--- src/logic/lcdsd_params.svh ---
// Constants for the segment shift/latch driver
`ifndef LCDSD_PARAMS_SVH
`define LCDSD_PARAMS_SVH
`define LCDSD_HALF_BITS 20
`define LCDSD_COLS 40
`define LCDSD_FIFO_DEPTH 4
`define LCDSD_FIFO_WIDTH 2
`define LCDSD_FIFO_PTR_W 2
`define LCDSD_FIFO_CNT_W 3
`define LCDSD_CNT_RST 3'h0
`define LCDSD_PTR_RST 2'h0
`endif

--- src/logic/lcdsd_pkg.sv ---
// Types for the segment shift/latch driver
package lcdsd_pkg;
	typedef enum logic [1:0] {
		LCDSD_LVL_TOP = 2'h0,
		LCDSD_LVL_UPPER_MID = 2'h1,
		LCDSD_LVL_LOWER_MID = 2'h2,
		LCDSD_LVL_BOTTOM = 2'h3
	} lcdsd_level_t;
	typedef struct packed {
		logic serial_in_low_half;
		logic serial_in_high_half;
	} lcdsd_serial_t;
endpackage

--- src/logic/lcdsd_driver.sv ---
// Segment driver: two 20-bit shifters, 40-bit latch, level select, input FIFO
//
// Overview of operation
// - Two independent 20-bit shift registers feed a 40-bit latch driving 40 outputs.
// - Lower serial input feeds columns 1 to 20; high level is logic one.
// - Upper serial input feeds columns 21 to 40.
// - Both shift registers use the one shared shift clock.
// - Each falling shift clock edge advances both registers, capturing their inputs.
// - Low-half tap shows stage 20, so input appears after 20 shifts.
// - Cascade tap shows stage 20 of the upper register (latch bit 40), for chaining a following driver.
// - While load is high the latch passes shift register contents through.
// - While load is low the latch holds its last transferred data.
// - Output n follows latch bit n.
// - Latched bit and alternation pick one of four levels per output.
`timescale 1ns/1ps
`include "lcdsd_params.svh"

// ----------------------------------------
// Small FIFO for serial bit pairs
// ----------------------------------------
module lcdsd_fifo #(
	parameter int WIDTH = `LCDSD_FIFO_WIDTH,
	parameter int DEPTH = `LCDSD_FIFO_DEPTH
) (
	// Clock and reset
	input wire logic clk_in,
	input wire logic srst_in,
	// Write side
	input wire logic [WIDTH-1:0] wr_data_in,
	input wire logic wr_valid_in,
	output logic wr_ready_out,
	// Read side
	output logic [WIDTH-1:0] rd_data_out,
	output logic rd_valid_out,
	input wire logic rd_ready_in
);
	localparam int PW = $clog2(DEPTH);
	logic [WIDTH-1:0] mem [DEPTH];
	logic [PW-1:0] wr_ptr_reg;
	logic [PW-1:0] rd_ptr_reg;
	logic [PW:0] cnt_reg;
	wire do_wr = wr_valid_in && wr_ready_out;
	wire do_rd = rd_valid_out && rd_ready_in;
	assign wr_ready_out = (cnt_reg != (PW+1)'(DEPTH));
	assign rd_valid_out = (cnt_reg != '0);
	assign rd_data_out = mem[rd_ptr_reg];
	always_ff @(posedge clk_in) begin
		if (do_wr) begin
			mem[wr_ptr_reg] <= wr_data_in;
		end
	end
	always_ff @(posedge clk_in) begin
		if (srst_in) begin
			wr_ptr_reg <= '0;
			rd_ptr_reg <= '0;
			cnt_reg <= '0;
		end else begin
			if (do_wr) begin
				wr_ptr_reg <= PW'(wr_ptr_reg + 1'b1);
			end
			if (do_rd) begin
				rd_ptr_reg <= PW'(rd_ptr_reg + 1'b1);
			end
			cnt_reg <= (PW+1)'(cnt_reg + {{PW{1'b0}}, do_wr} - {{PW{1'b0}}, do_rd});
		end
	end
endmodule

// ----------------------------------------
// Top: shift, latch and level selection
// ----------------------------------------
module lcdsd_driver
	import lcdsd_pkg::*;
(
	// Clock and reset
	input wire logic SYS_CLK_IN,
	input wire logic SRST_IN,
	// Link from the controller
	input wire logic SERIAL_IN_LOW_HALF_IN,
	input wire logic SERIAL_IN_HIGH_HALF_IN,
	input wire logic SHIFT_CLOCK_IN,
	input wire logic LOAD_IN,
	input wire logic FRAME_ALTERNATION_IN,
	// Cascade taps
	output logic TAP_OUT_LOW_HALF_OUT,
	output logic TAP_OUT_CASCADE_OUT,
	// Segment level codes, two bits per column, column 1 in bits 1:0
	output logic [2*`LCDSD_COLS-1:0] SEGMENT_OUTPUTS_OUT,
	// Back-pressure: capture FIFO full
	output logic FIFO_FULL_OUT
);
	localparam int HB = `LCDSD_HALF_BITS;
	localparam int NC = `LCDSD_COLS;

	function automatic lcdsd_level_t level_of(input logic bit_val, input logic alt);
		if (bit_val) begin
			level_of = alt ? LCDSD_LVL_BOTTOM : LCDSD_LVL_TOP;
		end else begin
			level_of = alt ? LCDSD_LVL_LOWER_MID : LCDSD_LVL_UPPER_MID;
		end
	endfunction

	// ----------------------------------------
	// Falling edge detect of shift clock
	// ----------------------------------------
	logic sclk_d_reg;
	wire sclk_fall = sclk_d_reg && !SHIFT_CLOCK_IN;
	always_ff @(posedge SYS_CLK_IN) begin
		if (SRST_IN) begin
			sclk_d_reg <= 1'b0;
		end else begin
			sclk_d_reg <= SHIFT_CLOCK_IN;
		end
	end

	// ----------------------------------------
	// Capture FIFO: serial pair taken on each fall, drained into shifters
	// ----------------------------------------
	lcdsd_serial_t cap_pair;
	lcdsd_serial_t sh_pair;
	logic fifo_wr_ready;
	logic fifo_rd_valid;
	assign cap_pair.serial_in_low_half = SERIAL_IN_LOW_HALF_IN;
	assign cap_pair.serial_in_high_half = SERIAL_IN_HIGH_HALF_IN;
	assign FIFO_FULL_OUT = !fifo_wr_ready;
	lcdsd_fifo #(.WIDTH(`LCDSD_FIFO_WIDTH), .DEPTH(`LCDSD_FIFO_DEPTH)) u_lcdsd_fifo (
		.clk_in(SYS_CLK_IN),
		.srst_in(SRST_IN),
		.wr_data_in(cap_pair),
		.wr_valid_in(sclk_fall),
		.wr_ready_out(fifo_wr_ready),
		.rd_data_out(sh_pair),
		.rd_valid_out(fifo_rd_valid),
		.rd_ready_in(1'b1)
	);

	// ----------------------------------------
	// Shift registers and latch, no reset
	// ----------------------------------------
	logic [HB-1:0] low_sr_reg;
	logic [HB-1:0] high_sr_reg;
	logic [NC-1:0] latch_reg;
	wire [NC-1:0] sr_all = {high_sr_reg, low_sr_reg};
	always_ff @(posedge SYS_CLK_IN) begin
		if (fifo_rd_valid) begin
			low_sr_reg <= {low_sr_reg[HB-2:0], sh_pair.serial_in_low_half};
			high_sr_reg <= {high_sr_reg[HB-2:0], sh_pair.serial_in_high_half};
		end
	end
	always_ff @(posedge SYS_CLK_IN) begin
		if (LOAD_IN) begin
			latch_reg <= sr_all;
		end
	end
	assign TAP_OUT_LOW_HALF_OUT = low_sr_reg[HB-1];
	assign TAP_OUT_CASCADE_OUT = high_sr_reg[HB-1];

	// ----------------------------------------
	// Level selection per column
	// ----------------------------------------
	logic [2*NC-1:0] seg_reg;
	always_ff @(posedge SYS_CLK_IN) begin
		for (int i = 0; i < NC; i++) begin
			seg_reg[2*i +: 2] <= level_of(latch_reg[i], FRAME_ALTERNATION_IN);
		end
	end
	assign SEGMENT_OUTPUTS_OUT = seg_reg;

	// ----------------------------------------
	// Check helpers: shifters and latch have no reset, so checks wait until filled
	// ----------------------------------------
	localparam int SCW = $clog2(HB + 1);
	logic [SCW-1:0] shift_cnt_reg;
	logic latch_ok_reg;
	wire shifts_full = (shift_cnt_reg == SCW'(HB));
	always_ff @(posedge SYS_CLK_IN) begin
		if (SRST_IN) begin
			shift_cnt_reg <= '0;
			latch_ok_reg <= 1'b0;
		end else begin
			if (fifo_rd_valid && !shifts_full) begin
				shift_cnt_reg <= SCW'(shift_cnt_reg + 1'b1);
			end
			if (LOAD_IN && shifts_full) begin
				latch_ok_reg <= 1'b1;
			end
		end
	end
endmodule

--- config.mk ---
export PLATFORM = sky130hd
export DESIGN_NAME = lcdsd_driver
export DESIGN_NICKNAME = d
export VERILOG_FILES = /design/src/logic/lcdsd_pkg.sv /design/src/logic/lcdsd_driver.sv
export VERILOG_INCLUDE_DIRS = /design/src /design/src/logic
export SDC_FILE = /design/constraint.sdc
export NUM_CORES = 1
export LEC_CHECK = 0
export BUFFER_PORTS_ARGS = -buffer_cell sky130_fd_sc_hd__buf_4
export CAP_MARGIN = 10
export CORE_ASPECT_RATIO = 0.75
export CORE_UTILIZATION = 50
export CTS_CLUSTER_DIAMETER = 150
export DETAILED_ROUTE_END_ITERATION = 8
export PLACE_DENSITY = 0.71
export RECOVER_POWER = 25
export SLEW_MARGIN = 10
export SYNTH_ARGS = -nofsm -noshare
export SYNTH_HDL_FRONTEND = slang
export SYNTH_HIERARCHICAL = 1
export SYNTH_SLANG_ARGS = --single-unit
--- constraint.sdc ---
create_clock -name SYS_CLK_IN -period 3 [get_ports SYS_CLK_IN]
set_clock_uncertainty 0.05 [all_clocks]
set_input_delay 0.15 -clock SYS_CLK_IN [delete_from_list [all_inputs] [get_ports SYS_CLK_IN]]
set_output_delay 0.15 -clock SYS_CLK_IN [all_outputs]
set_load 0.005 [all_outputs]
==> impl_metrics.json <==
{
  "status": "finished, violations left",
  "violations": "max-capacitance violations, max-slew violations",
  "clk_pin_slew_ns": 0.06,
  "max_cap_viol_count": 2,
  "p_per_area_nw_per_um2": 1047,
  "end_kind": "flop",
  "slew_headroom": -0.9052,
  "cp_max_fo": 41,
  "syn_area_sq_um": 4781,
  "largest_register_ffs": 41,
  "die_width_um": 114.9,
  "gp_congestion": 0.6792,
  "syn_area_per_cell_sq_um": 17.77,
  "synthCells": 269,
  "num_vias": 2007,
  "rsz0062_at_grt": "no",
  "clk_latency_ns": 0.40,
  "utilization": 0.6374,
  "synth_area_leader_cell": "edfxtp_1",
  "grt_max_degree": 42,
  "cp_num_buf_inv": 1,
  "yosys.area.top_type_share": 0.5527,
  "final_common_cell": "edfxtp_1",
  "drt-pass1-iter-count": 4,
  "muxShareOfSynthArea": 0.01387,
  "yosys-top-cells-area": "edfxtp_1 55%, dfxtp_1 21%, xnor2_1 6.8%",
  "final_cell_mix": "88 x edfxtp_1, 87 x buf_4, 51 x dfxtp_1",
  "root_buffer": "clkbuf_16",
  "io_buffers": 89,
  "diodes": 0,
  "floorplan.core_area_sq_um": 9159,
  "fin_crit_ns": 2.393,
  "antenna_found_initial": 0,
  "synth.distinct_cells": 29,
  "post-route-period-util": 0.7975,
  "cts_resized": 0,
  "wl_mm": 5.858,
  "cts_buffers": 17,
  "worstPathRequired_ns": 3.10,
  "crit_path_start_kind": "input port",
  "die_area_sq_um": 9961,
  "cts.sinks": 139,
  "synth-simple-area-share": 0.02355,
  "tightest_slew_ns": 2.858,
  "critPathTopFamily": "buffers and inverters",
  "fmax_mhz": 417.9,
  "nets": 352,
  "drive_above_1_share": 0.3675,
  "cts_htree_levels": 4,
  "slowest_stage": "clkbuf_1",
  "syn_to_final_growth_pct": 22.11,
  "cts_tree": "yes",
  "cp_cell_sequence": "clkbuf_1, xnor2_1",
  "grt_usage": 0.1290,
  "yosysWarningCount": 6,
  "holdWs_ns": 0.3806,
  "fin_tns_setup_ns": 0,
  "grt_pass1_wl_mm": 9.080,
  "cp.arrival_ns": 2.49,
  "p_leak_nw": 2.279,
  "synth_top_family_by_area": "XOR/XNOR gates",
  "postCtsSetupBuffers": 0,
  "ys_ff_latch": 139,
  "layoutNonFillerInstCount": 479,
  "hp-class": "reg -> reg",
  "setup_viol": 0,
  "drtAntennaViolNets": 0,
  "hold_violations": 0,
  "post_synth_fa_ha_maj_area_fraction": 0.01989,
  "overflow": 0,
  "fillers": 675,
  "wl_per_cell_um": 12.23,
  "yosysSeqAreaShare": 0.7663,
  "dp_hpwl_mm": 3.421,
  "drt_iter0_drc": 124,
  "io_pins": 90,
  "synth_compound_area_frac": 0.007851,
  "synth_xor_area_frac": 0.08506,
  "die-height_um": 86.69,
  "dp.cells": 442,
  "via_per_inst": 4.190,
  "max_stage_delay_ns": 2.00,
  "slew_violations": 83,
  "peakVddDrop_v": 0.0004746,
  "cts_buffer_depth": 2,
  "crit_type": "in -> reg",
  "drc": 0,
  "grt_pass1_vias": 1826,
  "core.rowCount": 30,
  "start_util": 0.5220
}
==> layer usage <==
metal	GRT usage	vias up	routed length, um
li1	-	1020	-
met1	0.1629	942	2784
met2	0.1835	40	2785
met3	0.06154	5	241
met4	0.07084	0	46
met5	0	-	0
==> power breakdown <==
part	internal (mW)	switching (mW)	total [mW]
Clock	1.17	0.757	1.92
Combinational	0.487	0.396	0.883
Sequential	3.00	0.307	3.30
Total	4.65	1.46	6.11
==> kinds of logic (layout without fill, tap and decap cells) <==
kind of cell / count (synthesis) / count (layout)
AND/OR/NAND/NOR: 21 / 21
XOR/XNOR: 43 / 43
adder cells (fa/ha/maj): 7 / 7
buffers and inverters: 51 / 132
flip-flops: 139 / 139
AO/OA/AOI/OAI: 3 / 3
other: 1 / 2
multiplexers: 4 / 4
==> area by class of cell <==
class                      count  area (sq um)  share of cell area
inverter                       6         22.52            0.003858
clock buffer                  19         442.9             0.07587
tap                          128         160.2             0.02743
timing repair buffer          94         710.7              0.1217
sequential                   139          3664              0.6275
multi-input combinational     80         725.7              0.1243
clock inverter                13         112.6             0.01929
==> path summary, 6_finish.rpt <==
| check | start | endpoint | slack [ns] | cells past startpoint |
|---|---|---|---|---|
| worst min register to register | latch_reg[26] | SEGMENT_OUTPUTS_OUT[52] | 0.38 | 1 |
| worst max register to register | u_lcdsd_fifo/cnt_reg[1] | u_lcdsd_fifo/cnt_reg[2] | 0.61 | 11 |
| worst max-delay path | FRAME_ALTERNATION_IN | SEGMENT_OUTPUTS_OUT[18] | 0.61 | 2 |
| worst min-delay path | latch_reg[26] | SEGMENT_OUTPUTS_OUT[52] | 0.38 | 1 |
==> repair_timing <==
item	in CTS	in global routing
setup endpoints to repair	0	0
hold buffers	5	0
endpoints found under the hold margin	16	0
==> cell usage after synthesis <==
master	n
nor2_2	1
conb_1	1
mux2_1	1
nor3_1	1
mux2i_1	1
dfxtp_1	51
buf_8	3
xnor2_1	37
mux4_2	2
nand2_1	1
o31a_2	1
buf_12	1
buf_6	1
nand2b_1	2
or3_2	1
fa_1	1
buf_4	39
nor2_1	7
and2_1	4
nor2b_1	3
clkbuf_1	1
o311ai_1	1
a21boi_4	1
inv_1	6
xnor2_2	4
and2_2	1
xor2_1	2
edfxtp_1	88
ha_1	6
==> per-stage QoR <==
stage | total power, mW | setup slack, ns | cell area [sq um]
finish | 6.110 | 0.6074 | 5838
global route | 6.423 | 0.3092 | 5838
CTS | 6.189 | 0.5950 | 5846
detailed placement | 4.234 | 0.6356 | 5240
global placement | 4.190 | 0.7287 | 5240
floorplan | 3.737 | 0.8062 | 4785
Note: power is estimated with default switching activity, not from simulation.
